File: config.mk
export PLATFORM = sky130hd
export DESIGN_NAME = brd_baud_divider
export DESIGN_NICKNAME = d
export VERILOG_FILES = /design/src/inc/brd_pkg.sv /design/src/inc/brd_gen_if.sv /design/src/logic/brd_divider_core.sv /design/src/logic/brd_baud_divider.sv
export SDC_FILE = /design/constraint.sdc
export NUM_CORES = 1
export LEC_CHECK = 0
export BUFFER_PORTS_ARGS = -buffer_cell sky130_fd_sc_hd__buf_2
export CAP_MARGIN = 0
export CORE_MARGIN = 3
export CORE_UTILIZATION = 63
export CTS_CLUSTER_SIZE = 8
export DETAILED_ROUTE_END_ITERATION = 6
export GPL_TIMING_DRIVEN = 0
export PLACE_DENSITY = 0.95
export SLEW_MARGIN = 25
export SYNTH_ARGS = -nofsm -noshare
export SYNTH_HDL_FRONTEND = slang
export SYNTH_HIERARCHICAL = 1
export SYNTH_SLANG_ARGS = --single-unit
File: constraint.sdc
create_clock -name clock -period 3 [get_ports clock]
set_input_delay 0.3 -clock clock [delete_from_list [all_inputs] [get_ports clock]]
set_output_delay 0.3 -clock clock [all_outputs]
set_load 0.005 [all_outputs]
File: src/inc/brd_pkg.sv
// Behaviour
// - The generator keeps a 16-bit time constant built from two 8-bit registers, counts with a 17-bit down counter and drives a toggling output flop.
// - On start the output flop is forced high and the counter is loaded from the time constant.
// - At each zero count the output inverts and the counter reloads from the time constant.
// - Both bytes of the programmed time constant can be read back through two read registers.
// - A new time constant reaches the counter only at its next reload: at start, at zero count or on software reset.
// - The generator output may be driven on the auxiliary clock pin when neither transmit nor receive clock comes from it.
// - A source-select bit picks the primary clock pin at 0 and the bus clock at 1.
// - The generator runs while the enable bit is 1; hardware reset clears it, software reset keeps it.
// - The enable bit is synchronised to the generator clock at start-up, adding latency.
// - Clearing the enable bit stops the generator at once.
// - The output period is 2 times (time constant plus 2) source clock cycles.
// - Hardware reset selects the primary clock pin as the generator source.
package brd_pkg;
    // Widths
    localparam int TC_W = 16;
    localparam int DATA_W = 8;
    localparam int ADDR_W = 5;

    // Register offsets
    localparam logic [4:0] TC_LOW_WR_OFFSET = 5'h0c;
    localparam logic [4:0] TC_HIGH_WR_OFFSET = 5'h0d;
    localparam logic [4:0] TC_LOW_RD_OFFSET = 5'h0c;
    localparam logic [4:0] TC_HIGH_RD_OFFSET = 5'h0d;
    localparam logic [4:0] MISC_CTRL_OFFSET = 5'h0e;
    localparam logic [4:0] STATUS_OFFSET = 5'h0f;
    localparam logic [4:0] AUX_CTRL_OFFSET = 5'h0b;

    // Field positions
    localparam int EN_BIT = 0;
    localparam int SRC_BIT = 1;
    localparam int AUX_OUT_BIT = 0;
    localparam int ST_RUN_BIT = 0;
    localparam int ST_OUT_BIT = 1;
    localparam int ST_SRC_BIT = 2;
    localparam int ST_SYNC_BIT = 3;

    // Values after reset
    localparam logic [15:0] TC_RESET = 16'h0000;
    localparam logic EN_RESET = 1'b0;
    localparam logic SRC_RESET = 1'b0;
    localparam logic AUX_RESET = 1'b0;
    localparam logic OUT_RESET = 1'b1;

    // Generator clock edges spent synchronising the enable
    localparam logic [1:0] SYNC_TICKS = 2'h2;

    // Generator states
    typedef enum logic [2:0] {
        BRD_IDLE = 3'b001,
        BRD_SYNC = 3'b010,
        BRD_RUN = 3'b100
    } brd_state_type;
endpackage

File: src/inc/brd_gen_if.sv
`timescale 1ns/1ps
`default_nettype none
// Control side to counter core
interface brd_gen_if;
    logic tick;
    logic start;
    logic reload;
    logic run;
    logic [brd_pkg::TC_W-1:0] tc;
    logic [brd_pkg::TC_W:0] cnt;
    logic out;
    logic zero;
    modport ctl (output tick, start, reload, run, tc, input cnt, out, zero);
    modport gen (input tick, start, reload, run, tc, output cnt, out, zero);
endinterface
`default_nettype wire

File: src/logic/brd_divider_core.sv
`timescale 1ns/1ps
`default_nettype none
module brd_divider_core (
    // Clock and reset
    input wire logic clock,
    input wire logic rst,
    // Generator control and output
    brd_gen_if.gen gen
);
    logic [brd_pkg::TC_W:0] cnt_q, cnt_d;
    logic out_q, out_d;
    logic zero_q, zero_d;

    // Counter holds constant plus one, so each half period is constant plus two ticks
    always_comb begin
        cnt_d = cnt_q;
        out_d = out_q;
        zero_d = 1'b0;
        if (gen.start) begin
            cnt_d = {1'b0, gen.tc} + 17'h00001;
            out_d = 1'b1;
        end else if (gen.reload) begin
            cnt_d = {1'b0, gen.tc} + 17'h00001;
        end else if (gen.run && gen.tick) begin
            if (cnt_q == 17'h00000) begin
                out_d = ~out_q;
                cnt_d = {1'b0, gen.tc} + 17'h00001;
                zero_d = 1'b1;
            end else begin
                cnt_d = cnt_q - 17'h00001;
            end
        end
    end

    // State registers
    always_ff @(posedge clock) begin
        if (rst) begin
            cnt_q <= 17'h00000;
            out_q <= brd_pkg::OUT_RESET;
            zero_q <= 1'b0;
        end else begin
            cnt_q <= cnt_d;
            out_q <= out_d;
            zero_q <= zero_d;
        end
    end

    assign gen.cnt = cnt_q;
    assign gen.out = out_q;
    assign gen.zero = zero_q;
endmodule
`default_nettype wire

File: src/logic/brd_baud_divider.sv
`timescale 1ns/1ps
`default_nettype none
module brd_baud_divider (
    // Clock and reset
    input wire logic clock,
    input wire logic rst,
    input wire logic soft_rst,
    // Register port
    input wire logic [brd_pkg::ADDR_W-1:0] reg_addr,
    input wire logic [brd_pkg::DATA_W-1:0] reg_wdata,
    input wire logic reg_wr,
    input wire logic reg_rd,
    output logic [brd_pkg::DATA_W-1:0] reg_rdata,
    // Clock source pin
    input wire logic primary_clock_pin,
    // Channel clock selection
    input wire logic tx_clk_from_aux,
    input wire logic rx_clk_from_aux,
    output logic baud_clk,
    output logic baud_zero,
    // Auxiliary clock pin
    input wire logic aux_clk_i,
    output logic aux_clk_o,
    output logic aux_clk_oe_n
);
    ////////////////////////////////////////////////////////////////////////////
    // Register file
    logic [brd_pkg::TC_W-1:0] tc_q, tc_d;
    logic en_q, en_d;
    logic src_q, src_d;
    logic aux_q, aux_d;
    logic [brd_pkg::DATA_W-1:0] rdata_q, rdata_d;
    logic [7:0] tc_lo;
    logic [7:0] tc_hi;
    logic [7:0] status;
    brd_pkg::brd_state_type state_q, state_d;
    brd_gen_if gen ();

    assign tc_lo = tc_q[7:0];
    assign tc_hi = tc_q[15:8];

    // Own state for software to see
    always_comb begin
        status = 8'h00;
        status[brd_pkg::ST_RUN_BIT] = gen.run;
        status[brd_pkg::ST_OUT_BIT] = gen.out;
        status[brd_pkg::ST_SRC_BIT] = src_q;
        status[brd_pkg::ST_SYNC_BIT] = (state_q == brd_pkg::BRD_SYNC);
    end

    // Writes go straight to the holding registers; counter sees them at reload only
    always_comb begin
        tc_d = tc_q;
        en_d = en_q;
        src_d = src_q;
        aux_d = aux_q;
        if (reg_wr) begin
            if (reg_addr == brd_pkg::TC_LOW_WR_OFFSET) begin
                tc_d[7:0] = reg_wdata;
            end else if (reg_addr == brd_pkg::TC_HIGH_WR_OFFSET) begin
                tc_d[15:8] = reg_wdata;
            end else if (reg_addr == brd_pkg::MISC_CTRL_OFFSET) begin
                en_d = reg_wdata[brd_pkg::EN_BIT];
                src_d = reg_wdata[brd_pkg::SRC_BIT];
            end else if (reg_addr == brd_pkg::AUX_CTRL_OFFSET) begin
                aux_d = reg_wdata[brd_pkg::AUX_OUT_BIT];
            end
        end
    end

    // Read data stands for one cycle only; unmapped and write-only read zero
    always_comb begin
        rdata_d = 8'h00;
        if (reg_rd) begin
            if (reg_addr == brd_pkg::TC_LOW_RD_OFFSET) begin
                rdata_d = tc_lo;
            end else if (reg_addr == brd_pkg::TC_HIGH_RD_OFFSET) begin
                rdata_d = tc_hi;
            end else if (reg_addr == brd_pkg::STATUS_OFFSET) begin
                rdata_d = status;
            end else if (reg_addr == brd_pkg::AUX_CTRL_OFFSET) begin
                rdata_d = {7'h00, aux_q};
            end
        end
    end

    // Soft reset leaves every control bit alone
    always_ff @(posedge clock) begin
        if (rst) begin
            tc_q <= brd_pkg::TC_RESET;
            en_q <= brd_pkg::EN_RESET;
            src_q <= brd_pkg::SRC_RESET;
            aux_q <= brd_pkg::AUX_RESET;
            rdata_q <= 8'h00;
        end else begin
            tc_q <= tc_d;
            en_q <= en_d;
            src_q <= src_d;
            aux_q <= aux_d;
            rdata_q <= rdata_d;
        end
    end

    assign reg_rdata = rdata_q;

    ////////////////////////////////////////////////////////////////////////////
    // Source selection
    logic pin_q, pin_d;

    // Rising pin edges become ticks; no glitch hazard since the mux only gates ticks
    always_comb begin
        pin_d = primary_clock_pin;
    end

    always_ff @(posedge clock) begin
        if (rst) begin
            pin_q <= 1'b0;
        end else begin
            pin_q <= pin_d;
        end
    end

    assign gen.tick = src_q ? 1'b1 : (primary_clock_pin & ~pin_q);

    ////////////////////////////////////////////////////////////////////////////
    // Start-up synchronisation
    logic [1:0] sync_q, sync_d;
    logic sync_done;

    assign sync_done = (sync_q == brd_pkg::SYNC_TICKS - 2'h1) && gen.tick;

    // Enable waits for generator ticks; disable bypasses the wait
    always_comb begin
        state_d = state_q;
        sync_d = sync_q;
        case (state_q)
            brd_pkg::BRD_IDLE: begin
                sync_d = 2'h0;
                if (en_q) begin
                    state_d = brd_pkg::BRD_SYNC;
                end
            end
            brd_pkg::BRD_SYNC: begin
                if (!en_q) begin
                    state_d = brd_pkg::BRD_IDLE;
                end else if (sync_done) begin
                    state_d = brd_pkg::BRD_RUN;
                end else if (gen.tick) begin
                    sync_d = sync_q + 2'h1;
                end
            end
            brd_pkg::BRD_RUN: begin
                if (!en_q) begin
                    state_d = brd_pkg::BRD_IDLE;
                end
            end
            default: begin
                state_d = brd_pkg::BRD_IDLE;
            end
        endcase
    end

    always_ff @(posedge clock) begin
        if (rst) begin
            state_q <= brd_pkg::BRD_IDLE;
            sync_q <= 2'h0;
        end else begin
            state_q <= state_d;
            sync_q <= sync_d;
        end
    end

    assign gen.start = (state_q == brd_pkg::BRD_SYNC) && en_q && sync_done;
    assign gen.run = en_q && (state_q == brd_pkg::BRD_RUN);
    assign gen.reload = soft_rst;
    assign gen.tc = tc_q;

    ////////////////////////////////////////////////////////////////////////////
    // Counter and outputs
    brd_divider_core u_core (
        .clock(clock),
        .rst(rst),
        .gen(gen.gen)
    );

    assign baud_clk = gen.out;
    assign baud_zero = gen.zero;
    assign aux_clk_o = gen.out;
    // Input side of the pin is left to the clock selection logic
    assign aux_clk_oe_n = ~(aux_q & ~tx_clk_from_aux & ~rx_clk_from_aux);

    ////////////////////////////////////////////////////////////////////////////
    // Checks
    logic [brd_pkg::TC_W:0] gap_q, gap_d;
    logic [brd_pkg::TC_W:0] load_q, load_d;
    logic gap_ok_q, gap_ok_d;

    // Half-period measurement on the bus clock
    always_comb begin
        gap_d = gap_q + 17'h00001;
        load_d = load_q;
        gap_ok_d = gap_ok_q && src_q && gen.run && !soft_rst;
        if (gen.zero) begin
            gap_d = 17'h00001;
            load_d = gen.cnt;
            gap_ok_d = src_q && gen.run && !soft_rst;
        end
    end

    always_ff @(posedge clock) begin
        if (rst) begin
            gap_q <= 17'h00000;
            load_q <= 17'h00000;
            gap_ok_q <= 1'b0;
        end else begin
            gap_q <= gap_d;
            load_q <= load_d;
            gap_ok_q <= gap_ok_d;
        end
    end

    a_start_out_high: assert property (@(posedge clock) disable iff (rst)
        gen.start |=> gen.out && gen.cnt == {1'b0, $past(tc_q)} + 17'h00001)
        else $error("start did not force output high and load");
    a_zero_toggle: assert property (@(posedge clock) disable iff (rst)
        gen.zero |-> gen.out != $past(gen.out))
        else $error("output did not toggle at zero");
    a_zero_reload: assert property (@(posedge clock) disable iff (rst)
        gen.zero |-> gen.cnt == {1'b0, $past(tc_q)} + 17'h00001)
        else $error("counter not reloaded from constant");
    a_read_low: assert property (@(posedge clock) disable iff (rst)
        reg_rd && reg_addr == brd_pkg::TC_LOW_RD_OFFSET |=> reg_rdata == $past(tc_lo))
        else $error("low byte read-back wrong");
    a_read_high: assert property (@(posedge clock) disable iff (rst)
        reg_rd && reg_addr == brd_pkg::TC_HIGH_RD_OFFSET |=> reg_rdata == $past(tc_hi))
        else $error("high byte read-back wrong");
    a_write_low: assert property (@(posedge clock) disable iff (rst)
        reg_wr && reg_addr == brd_pkg::TC_LOW_WR_OFFSET |=> tc_lo == $past(reg_wdata))
        else $error("low byte write lost");
    a_stop_now: assert property (@(posedge clock) disable iff (rst)
        !en_q |-> !gen.run)
        else $error("generator runs while disabled");
    a_start_delay: assert property (@(posedge clock) disable iff (rst)
        $rose(en_q) && src_q |-> !gen.run [*3])
        else $error("start-up skipped synchronisation");
    a_half_period: assert property (@(posedge clock) disable iff (rst)
        gen.zero && gap_ok_q |-> gap_q == load_q + 17'h00001)
        else $error("half period is not constant plus two");
    a_reset_values: assert property (@(posedge clock) disable iff (rst)
        $fell(rst) |-> !src_q && !en_q)
        else $error("reset did not select pin and disable");
    a_aux_release: assert property (@(posedge clock) disable iff (rst)
        tx_clk_from_aux || rx_clk_from_aux |-> aux_clk_oe_n)
        else $error("aux pin driven while used as input");
    a_bus_tick: assert property (@(posedge clock) disable iff (rst)
        src_q && gen.run && !gen.start && !soft_rst |=> gen.cnt != $past(gen.cnt))
        else $error("bus clock source not counting");
endmodule
`default_nettype wire

# Word-level counts from Yosys, hierarchy flattened

Cells that the tools add are included.

Add/sub/neg operators: 3
Eq/ne operators: 15
Mux-type cells: 19
Bitwise logic cells: 14
Reductions and logical operators: 18

Operators with widths:

| kind                  | number |
|---|---|
| $mux 17               | 4 |
| $eq 5x4->1 const B    | 5 |
| $add 16x1->17 const B | 1 |
| $logic_not 17->1      | 1 |
| $sub 17x1->17 const B | 1 |
| $mux 8                | 2 |
| $mux 3                | 4 |
| $not 1->1             | 11 |
| $pmux 3 s3            | 1 |
| $reduce_and 3->1      | 3 |
| $ne 2x2->1 const B    | 4 |
| $reduce_and 4->1      | 2 |
| $mux 2                | 3 |
| $logic_and 1x1->1     | 5 |
| $reduce_and 5->1      | 1 |
| $mux 4                | 1 |
| $pmux 2 s2            | 1 |
| $reduce_or 2->1       | 2 |
| $reduce_or 4->1       | 1 |
| $and 1x1->1           | 3 |
| $eq 3x1->1 const B    | 1 |
| $eq 3x2->1 const B    | 1 |
| $eq 3x3->1 const B    | 1 |
| $mux 1                | 3 |
| 7 further kinds       | 7 |

Flip-flop bits (word level): 52
Bits of input ports: 22
Output and inout port bits: 12

# Depth between registers and ports, before layout

Gate-level depths: netlist of the first run.

Word-level depth: 7
Gate-level depth with buffers: 10

# Modules after synthesis

Netlist of the first run, hierarchy kept.

By module, submodules not included:

| module           | times used | cells each | area an instance (µm²) | seq. area each (µm²) |
|---|---|---|---|---|
| brd_divider_core | 1          | 198        | 1521.5                 | 380.4 |
| brd_baud_divider | 1          | 153        | 1427.6                 | 660.6 |

# Worst setup path after synthesis of the first run

Ideal clock, no wire load.

Path type: reg-to-reg
Start point: reg state_q[0]
End point: reg u_core.cnt_q, in the netlist u_core/gen.cnt[7]
Setup time: 0.136 ns
Arrival time: 1.932 ns
Required time: 2.864 ns
Path slack: 0.933 ns
Stages on the path, launching flop included: 11
Path buffers: 2
Period minus slack after synthesis: 2.067 ns
Cells stage by stage: dfxtp_1 > and2b_1 > nor2b_1 > nand2_1 > nor2_1 > or2_2 > clkbuf_1 > buf_1 > nor3_1 > o21ai_0 > o32ai_1

Word-level cells in the longest chain between the ends: 4

RTL lines:

| element                                                       | line                    | text |
|---|---|---|
| start, declared                                               | brd_baud_divider.sv:36  | `brd_pkg::brd_state_type state_q, state_d;` |
| start signal, assigned                                        | brd_baud_divider.sv:165 | `state_q <= brd_pkg::BRD_IDLE;` |
| start signal, assigned                                        | brd_baud_divider.sv:168 | `state_q <= state_d;` |
| $eq 3x2->1 *                                                  | brd_baud_divider.sv:173 | `assign gen.start = (state_q == brd_pkg::BRD_SYNC) && en_q && sync_done;` |
| $logic_and 1x1->1 * (2 in a row)                              | brd_baud_divider.sv:173 |  |
| via gen.start                                                 | brd_gen_if.sv:6         | `logic start;` |
| $reduce_bool 3->1 (no source line) or $mux 17 (tied branches) | -                       |  |
| end signal, assigned                                          | brd_divider_core.sv:42  | `cnt_q <= cnt_d;` |
| end, declared                                                 | brd_divider_core.sv:10  | `logic [brd_pkg::TC_W:0] cnt_q, cnt_d;` |

Mark *: on every way through the listed nets, which the timed path passes. The rest lies on a longest branch.
A chain may end at the register's enable or synchronous reset.

# Worst setup path after layout of the first run

Start point: reg state_q[0]
End point: reg u_core.cnt_q, in the netlist u_core/gen.cnt[8]

The elaborated chain is that of the path after synthesis.

==> reports/metrics.csv, run 1 <==
metric;value;unit
Final Max Slew Viols;0;
GPL Wtd Cong;0.969;
FP Rows;24;
startpoint types;register;
leakage;0.00123;uW
Avg Synthesized Cell Area;8.40;um^2
DRC;0;
register bit total from synthesis;52;
num ports;34;
setup_tns;0;ns
CTS buffer count;5;
Post-synth EDFFs;0;
Final Total Pwr;1530;uW
min Tclk post-route;2.71;ns
Reg area;0.00104;mm^2
gr ovfl total;0;
net switching power;502;uW
count of cell types in the netlist;64;
Post-CTS Hold Buffers;0;
Post-CTS Setup Bufs;0;
Pre-Repair DR Iteration Count;5;
yosys warns;6;
fmax;368;MHz
headroom to the max-slew limit;0.588;
clock skew;0.00531;ns
share of layout cells above drive strength 1;0.162;
TritonCTS clock tree;built;
Netlist Area Pre-Place;0.00295;mm^2
CTS resizes;0;
crit path DAT;2.91;ns
number of global-route vias before repair;2658;
clk_lat worst skew;0.32;ns
Peak VDD IR;0.000297;V
Required @ worst endpoint;3.20;ns
Area Growth Syn to Fin;10.6;%
post-DR wirelength/cell;17.4;um
Clock Power Share;0.268;
initial antenna violation count;0;
first-pass GRT wire length;12800;um
Main synth FF type;dfxtp_1;
final core occ;0.734;
RSZ-0062 raised after global routing;no;
power density over the cells;470;mW/mm^2
Slew @ Worst Pin;0.619;ns
syn nets;377;
fill cell count;327;
Crit Path Class;reg2reg;
die area;0.00554;mm^2
internal power;1030;uW
Starting Density;0.664;
Total Nets Final;415;
Hold Crit Depth;2;
asr flop ratio synth;0;
Clk pin slew, worst setup/hold paths;0.10;ns
via-per-instance ratio;6.55;
pin count of the biggest net entering global routing;18;
clk buf depth;2;
Crit. End Element;register;
H-tree Lvls;2;
WL final;7690;um
register share of total power;0.489;
register area share after synthesis;0.353;
Hold Fails Final Rpt;0;
final setup fails;0;
R2R depth;9;
Gate power share;0.243;
clk root buf;clkbuf_8;
Die H;74.4;um
Crit Path Max Fanout;6;
Placeable Area;0.00444;mm^2
multi-input combinational cell area;0.00177;mm^2
PortBufs;31;
Sw Share;0.328;
# diodes;0;
Sink Count;52;
MaxCap Viol Count;0;
DP Wirelength;5580;um
Total Routing Usage GR;0.299;
Die W;74.4;um
final worst-path cycle share;0.905;
Synth Instances;351;
starting DRC count in detailed routing;326;
antenna viol nets, final;0;
vias;2894;
status;finished, final reports clean;
Hold Crit Class;in2reg;
-- stage by stage --
step | hold WS [ns] | instances | instance area, um^2 | setup slack [ns]
6_report | 0.216 | 442 | 3260 | 0.286
5_1_grt | 0.219 | 442 | 3260 | 0.0900
3_3_place_gp | 0.447 | 434 | 3170 | 0.494
2_1_floorplan | 0.372 | 351 | 2950 | 0.933
3_5_place_dp | 0.456 | 434 | 3170 | 0.454
4_1_cts | 0.220 | 442 | 3260 | 0.387
-- area by class of cell --
class,count,share of cell area
Tap cell,52,0.0200
Clock inverter,3,0.00691
Inverter,11,0.0127
Multi-Input combinational cell,270,0.543
Sequential cell,52,0.319
Timing Repair Buffer,31,0.0476
Clock buffer,5,0.0211
Buffer,18,0.0292
-- synth_stat cells (5+ instances only) --
cell type	count	area, um^2
a211oi_1	5	37.5
a21oi_1	23	115
clkbuf_1	8	30.0
dfxtp_1	52	1040
inv_1	11	41.3
mux2i_1	23	230
nand2_1	14	52.6
nand2b_1	7	43.8
nand3_1	11	55.1
nand4_1	8	50.1
nor2_1	40	150
nor2b_1	7	43.8
nor3_1	27	135
nor4_1	8	50.1
o21ai_0	17	85.1
xnor2_1	6	52.6
xor2_1	8	70.1
-- critical path, cell delays in order, from the launching register on --
cell,delay [ns]
dfxtp_1,0.43
and2b_1,0.24
nor2b_1,0.16
nand2_1,0.08
nor2_1,0.06
or2_2,0.31
a21oi_1,0.50
o21ai_0,0.36
a222oi_1,0.39
nor2_1,0.07
-- state kept, by name, summed over array words and instances (netlist names) --
| register | count |
|---|---|
| sync_q | 2 |
| reg_rdata | 8 |
| src_q | 1 |
| u_core/gen.zero | 1 |
| gen.tc | 16 |
| en_q | 1 |
| state_q | 3 |
| pin_q | 1 |
| u_core/gen.cnt | 17 |
| aux_q | 1 |
| u_core/gen.out | 1 |
-- cell families (layout without fill, tap and decap cells) --
kind of cell | Yosys count | after routing | share of synthesized area
and+or+nand+nor | 152 | 152 | 0.293
AOI/OAI and AO/OA | 76 | 76 | 0.168
DFF | 52 | 52 | 0.353
buffers and inverters | 29 | 68 | 0.0462
muxes | 24 | 24 | 0.0819
xor gates and xnor gates | 14 | 14 | 0.0416
adders and majority gates | 4 | 4 | 0.0170
-- placed cells by master (no fill, tap or decap), types with 2 or more instances in the layout --
master / netlist / routed
nand3_1: 11 / 11
nor2_1: 40 / 40
a31oi_1: 4 / 4
or3_1: 4 / 4
o21ai_0: 17 / 17
ha_1: 4 / 4
a211o_1: 3 / 3
nand2b_1: 7 / 7
xnor2_1: 6 / 6
nor2b_1: 7 / 7
nor4_1: 8 / 8
xor2_1: 8 / 8
nand4_1: 8 / 8
or2_2: 2 / 2
clkbuf_1: 8 / 8
nor4b_1: 4 / 4
o32ai_1: 2 / 2
buf_4: 4 / 4
a211oi_1: 5 / 5
a21oi_1: 23 / 23
nor3_1: 27 / 27
or4_4: 2 / 2
mux2i_1: 23 / 23
nand2_1: 14 / 14
o31ai_1: 4 / 4
buf_2: 3 / 34
nand3b_1: 2 / 2
clkbuf_8: 0 / 5
dfxtp_1: 52 / 52
inv_1: 11 / 11
o211ai_1: 4 / 4
-- power by group through the flow --
stage               clock network (uW)  logic (uW)  registers, uW
floorplan                            0         273            755
global placement                     0         348            761
detailed placement                   0         355            763
CTS                                425         360            747
global route                       446         402            753
finish                             411         372            748
-- routing by layer --
layer  track usage  wire [um]  vias to the layer above
met4         0.111        171                        0
li1              -          -                     1371
met5             0          0                        -
met1         0.387       3150                     1387
met3        0.0649        632                       17
met2         0.490       3730                      119
-- path summary, 6_finish.rpt --
path / from / endpoint / slack (ns)
worst min register to register: sync_q[0] / sync_q[0] / 0.48
worst min-delay path: primary_clock_pin / pin_q / 0.22
worst max register to register: state_q[0] / u_core/gen.cnt[8] / 0.29
worst max-delay path: state_q[0] / u_core/gen.cnt[8] / 0.29
Power figures use the tool's default switching activity.
==> inputs of run 2 (changes only) <==
BUFFER_PORTS_ARGS = -buffer_cell sky130_fd_sc_hd__buf_4   (was -buffer_cell sky130_fd_sc_hd__buf_2)
==> reports/metrics.csv, run 2 (synthesized netlist as in run 1, its figures left out) <==
metric;value;unit;change
startpoint types;register;;unchanged
PortBufs;31;;unchanged
Post-CTS Setup Bufs;0;;unchanged
slowest CP cell;buf_1;;was a21oi_1
dpl ws;0.396;ns;was 0.454 ns
Crit Path Class;reg2reg;;unchanged
via-per-instance ratio;6.76;;was 6.55
clk buf depth;2;;unchanged
setup_tns;0;ns;unchanged
MaxCap Viol Count;0;;unchanged
Critical Path End;u_core/gen.cnt[2];;was u_core/gen.cnt[8]
crit path DAT;2.93;ns;was 2.91 ns
Peak VDD IR;0.000250;V;was 0.000297 V
num ports;34;;unchanged
R2R depth;10;;was 9
Max stage delay on crit path;0.48;ns;was 0.50 ns
DP Wirelength;5750;um;was 5580 um
Pre-Repair DR Iteration Count;7;;was 5
Starting Density;0.664;;unchanged
DRC;5;;was 0
Area Growth Syn to Fin;13.2;%;was 10.6%
WL final;7880;um;was 7690 um
power density over the cells;460;mW/mm^2;was 470 mW/mm^2
Required @ worst endpoint;3.17;ns;was 3.20 ns
initial antenna violation count;0;;unchanged
Placeable Area;0.00444;mm^2;unchanged
status;complete, but fails checks;;was finished, final reports clean
Total Nets Final;415;;unchanged
antenna viol nets, final;0;;unchanged
die area;0.00554;mm^2;unchanged
Hold Crit Depth;2;;unchanged
min Tclk post-route;2.75;ns;was 2.71 ns
headroom to the max-slew limit;0.574;;was 0.588
Clk pin slew, worst setup/hold paths;0.10;ns;about the same
Die H;74.4;um;unchanged
leakage;0.00125;uW;was 0.00123 uW
fin worst setup slack;0.247;ns;was 0.286 ns
final worst-path cycle share;0.918;;was 0.905
post-DR wirelength/cell;17.8;um;was 17.4 um
Placed Cells incl. Taps;434;;unchanged
share of layout cells above drive strength 1;0.162;;unchanged
RSZ-0062 raised after global routing;no;;unchanged
Reg area;0.00104;mm^2;unchanged
clock skew;0.00982;ns;was 0.00531 ns
Crit Path Max Fanout;10;;was 6
first-pass GRT wire length;13000;um;was 12800 um
Min Hold Slack;0.220;ns;was 0.216 ns
Slew @ Worst Pin;0.638;ns;was 0.619 ns
most frequent cells in the layout;52 x dfxtp_1, 40 x nor2_1, 35 x buf_4;;was 52 x dfxtp_1, 40 x nor2_1, 34 x buf_2
final setup fails;0;;unchanged
number of flip-flops in the largest register;17;;unchanged
GPL Wtd Cong;0.982;;was 0.969
R2R setup slack;0.25;ns;was 0.29 ns
TritonCTS clock tree;built;;unchanged
launch point of the worst path;state_q[1];;was state_q[0]
Die W;74.4;um;unchanged
CTS buffer count;5;;unchanged
# diodes;0;;unchanged
Hold Crit Class;in2reg;;unchanged
starting DRC count in detailed routing;397;;was 326
pin count of the biggest net entering global routing;18;;unchanged
CTS resizes;0;;unchanged
critical path, cell by cell;and2b_1 > nor2b_1 > nand2_1 > nor2_1 > or2_2 > clkbuf_1 > buf_1 > nor4b_1 > o21ai_0 > a21oi_1;;was and2b_1 > nor2b_1 > nand2_1 > nor2_1 > or2_2 > a21oi_1 > o21ai_0 > a222oi_1 > nor2_1
FP Rows;24;;unchanged
clk root buf;clkbuf_8;;unchanged
Post-CTS Hold Buffers;0;;unchanged
number of global-route vias before repair;2812;;was 2658
Final Max Slew Viols;0;;unchanged
gr ovfl total;0;;unchanged
Total Routing Usage GR;0.301;;was 0.299
Sink Count;52;;unchanged
vias;2988;;was 2894
Crit. End Element;register;;unchanged
fmax;363;MHz;was 368 MHz
multi-input combinational cell area;0.00177;mm^2;unchanged
most common cell after layout, fill and taps aside;dfxtp_1;;unchanged
R2R Path End;u_core/gen.cnt[2];;was u_core/gen.cnt[8]
Final Total Pwr;1530;uW;about the same
RR Startpoint;state_q[1];;was state_q[0]
Hold Fails Final Rpt;0;;unchanged
fill cell count;315;;was 327
clk_lat worst skew;0.31;ns;was 0.32 ns
failing checks;DRC;;
Finished Layout Cells;442;;unchanged
H-tree Lvls;2;;unchanged
[run 2: cell count changes in the layout (fill, tap and decap cells not counted), sizes merged]
cell      previous run  this run
clkinv               2         1
clkinvlp             0         1
[run 2: power breakdown]
group | internal [uW] | leakage (uW) | switching (uW) | total, uW
logic | 155 | 0.000780 | 225 | 380
registers | 715 | 0.000421 | 32.2 | 747
clock network | 166 | 0.0000445 | 242 | 408
[run 2: worst min-delay path by stage]
stage                            from          to  slack [ns]
floorplan                         rst       pin_q        0.37
global placement            sync_q[0]   sync_q[0]        0.44
detailed placement          sync_q[0]   sync_q[0]        0.46
CTS                      reg_wdata[3]  gen.tc[11]        0.23
global route        primary_clock_pin       pin_q        0.22
finish              primary_clock_pin       pin_q        0.22
[run 2: critical path: cells and delay by family, from the launching register on]
family / cells / cell delay [ns]
compound gates: 2 / 0.31
simple gates: 6 / 0.96
buf+inv: 2 / 0.89
flops: 1 / 0.45
[run 2: routing by layer]
metal  part of all wire  global-route usage
met3              0.097              0.0527
met2               0.48               0.497
met1               0.39               0.379
met5                  0                   0
met4              0.033               0.146
[run 2: cell type report]
type,instances,area share
Clock inverter,3,0.00637
Tap cell,52,0.0195
Sequential cell,52,0.312
Clock buffer,5,0.0206
Timing Repair Buffer,31,0.0697
Buffer,18,0.0285
Inverter,11,0.0124
Multi-Input combinational cell,270,0.531
[run 2: stage by stage]
stage / util / area (um^2)
after detailed placement: 0.731 / 3250
after global placement: 0.731 / 3250
after CTS: 0.751 / 3340
after global routing: 0.751 / 3340
after floorplan: - / 2950
final: 0.751 / 3340
==> inputs of run 3 (changes only) <==
CORE_UTILIZATION = 65   (was 63)
CTS_BUF_LIST = sky130_fd_sc_hd__clkbuf_8   (was default)
RECOVER_POWER = 50   (was default)
==> reports/metrics.csv, run 3 (synthesized netlist as in run 1, its figures left out) <==
metric;value;unit;change
Die W;73.4;um;was 74.4 um
share of layout cells above drive strength 1;0.154;;was 0.162
R2R Path End;u_core/gen.cnt[2];;unchanged
Hold Fails Final Rpt;0;;unchanged
Peak VDD IR;0.000354;V;was 0.000250 V
DRC;0;;was 5
num ports;34;;unchanged
# diodes;0;;unchanged
launch point of the worst path;state_q[1];;unchanged
Hold Crit Class;in2reg;;unchanged
gr ovfl total;0;;unchanged
first-pass GRT wire length;12700;um;was 13000 um
Required @ worst endpoint;3.17;ns;about the same
Clk pin slew, worst setup/hold paths;0.10;ns;about the same
initial antenna violation count;0;;unchanged
final worst-path cycle share;0.894;;was 0.918
Starting Density;0.707;;was 0.664
Pre-Repair DR Iteration Count;5;;was 7
via-per-instance ratio;6.59;;was 6.76
PortBufs;31;;unchanged
pin count of the biggest net entering global routing;19;;was 18
dpl ws;0.365;ns;was 0.396 ns
WL final;7640;um;was 7880 um
H-tree Lvls;2;;unchanged
critical path depth;10;;unchanged
number of global-route vias before repair;2585;;was 2812
Crit Path Max Fanout;10;;unchanged
final setup fails;0;;unchanged
R2R depth;10;;unchanged
slowest CP cell;dfxtp_1;;was buf_1
Crit Path Class;reg2reg;;unchanged
Slew @ Worst Pin;0.651;ns;was 0.638 ns
Critical Path End;u_core/gen.cnt[2];;unchanged
antenna viol nets, final;0;;unchanged
crit-path leading delay family;simple AND/OR/NAND/NOR gates;;unchanged
fin worst setup slack;0.317;ns;was 0.247 ns
Post-CTS Setup Bufs;0;;unchanged
MaxCap Viol Count;0;;unchanged
CTS buffer count;5;;unchanged
RSZ-0062 raised after global routing;no;;unchanged
R2R setup slack;0.32;ns;was 0.25 ns
starting DRC count in detailed routing;429;;was 397
Final Max Slew Viols;0;;unchanged
WP buf/inv;2;;unchanged
Total Nets Final;415;;unchanged
fmax;373;MHz;was 363 MHz
post-DR wirelength/cell;17.4;um;was 17.8 um
DP Wirelength;5680;um;was 5750 um
Area Growth Syn to Fin;12.8;%;was 13.2%
clk buf depth;2;;unchanged
clk root buf;clkbuf_8;;unchanged
Die H;73.4;um;was 74.4 um
headroom to the max-slew limit;0.565;;was 0.574
Total Routing Usage GR;0.301;;about the same
status;finished, final reports clean;;was complete, but fails checks
RR Startpoint;state_q[1];;unchanged
leakage;0.00124;uW;was 0.00125 uW
clk_lat worst skew;0.30;ns;was 0.31 ns
Placeable Area;0.00417;mm^2;was 0.00444 mm^2
vias;2901;;was 2988
critical path, cell by cell;and2b_1 > nor2b_1 > nand2_1 > nor2_1 > or2_2 > clkbuf_1 > clkbuf_2 > nor4b_1 > o21ai_0 > a21oi_1;;was and2b_1 > nor2b_1 > nand2_1 > nor2_1 > or2_2 > clkbuf_1 > buf_1 > nor4b_1 > o21ai_0 > a21oi_1
number of flip-flops in the largest register;17;;unchanged
clock skew;0.00640;ns;was 0.00982 ns
crit path DAT;2.86;ns;was 2.93 ns
Post-CTS Hold Buffers;0;;unchanged
Max stage delay on crit path;0.46;ns;was 0.48 ns
min Tclk post-route;2.68;ns;was 2.75 ns
FP Rows;23;;was 24
startpoint types;register;;unchanged
die area;0.00538;mm^2;was 0.00554 mm^2
GPL Wtd Cong;1.03;;was 0.982
Sink Count;52;;unchanged
most frequent cells in the layout;52 x dfxtp_1, 40 x nor2_1, 27 x nor3_1;;was 52 x dfxtp_1, 40 x nor2_1, 35 x buf_4
most common cell after layout, fill and taps aside;dfxtp_1;;unchanged
TritonCTS clock tree;built;;unchanged
Crit. End Element;register;;unchanged
power density over the cells;464;mW/mm^2;was 460 mW/mm^2
final core occ;0.797;;was 0.751
setup_tns;0;ns;unchanged
Hold Crit Depth;2;;unchanged
run 3: repair_timing:
item | 4_1_cts | 5_1_grt
setup endpoints to repair | 0 | 1
resized for setup | 0 | 1
endpoints found under the hold margin | 0 | 0
run 3: how the worst min path moves through the flow:
stage / startpoint / end / slack (ns)
after global placement: sync_q[0] / sync_q[0] / 0.45
after floorplan: rst / pin_q / 0.37
after CTS: primary_clock_pin / pin_q / 0.23
final: primary_clock_pin / pin_q / 0.22
after detailed placement: sync_q[0] / sync_q[0] / 0.45
after global routing: primary_clock_pin / pin_q / 0.23
run 3: where the power goes:
part           internal, uW  switching (uW)
logic                   153             221
clock network           172             250
registers               715            32.8
run 3: area by class of cell:
| class | instances | area, um^2 |
|---|---|---|
| inverter | 11 | 41.3 |
| timing repair buffer | 31 | 225 |
| clock inverter | 3 | 27.5 |
| buffer | 18 | 88.8 |
| clock buffer | 5 | 68.8 |
| tap | 50 | 62.6 |
| sequential | 52 | 1040 |
| multi-input combinational | 270 | 1770 |
| fill | 288 | 846 |
run 3: worst register-to-register path, cell delays in order (launching register included):
cell and delay [ns]:
dfxtp_1 0.46, and2b_1 0.22, nor2b_1 0.27, nand2_1 0.09
nor2_1 0.17, or2_2 0.17, clkbuf_1 0.45, clkbuf_2 0.35
nor4b_1 0.08, o21ai_0 0.22, a21oi_1 0.09
run 3: through the flow:
stage	hold slack, ns	total power (uW)	cells	area [um^2]
3_3_place_gp	0.447	1120	432	3240
3_5_place_dp	0.450	1130	432	3240
5_1_grt	0.230	1620	440	3330
4_1_cts	0.227	1540	440	3340
6_report	0.223	1540	440	3330
2_1_floorplan	0.372	1030	351	2950
run 3: layer usage:
layer / wire length (um) / up-vias / track usage
li1: - / 1377 / -
met4: 98 / 0 / 0.0805
met2: 3520 / 170 / 0.478
met5: 0 / - / 0
met3: 720 / 14 / 0.0410
met1: 3310 / 1340 / 0.430
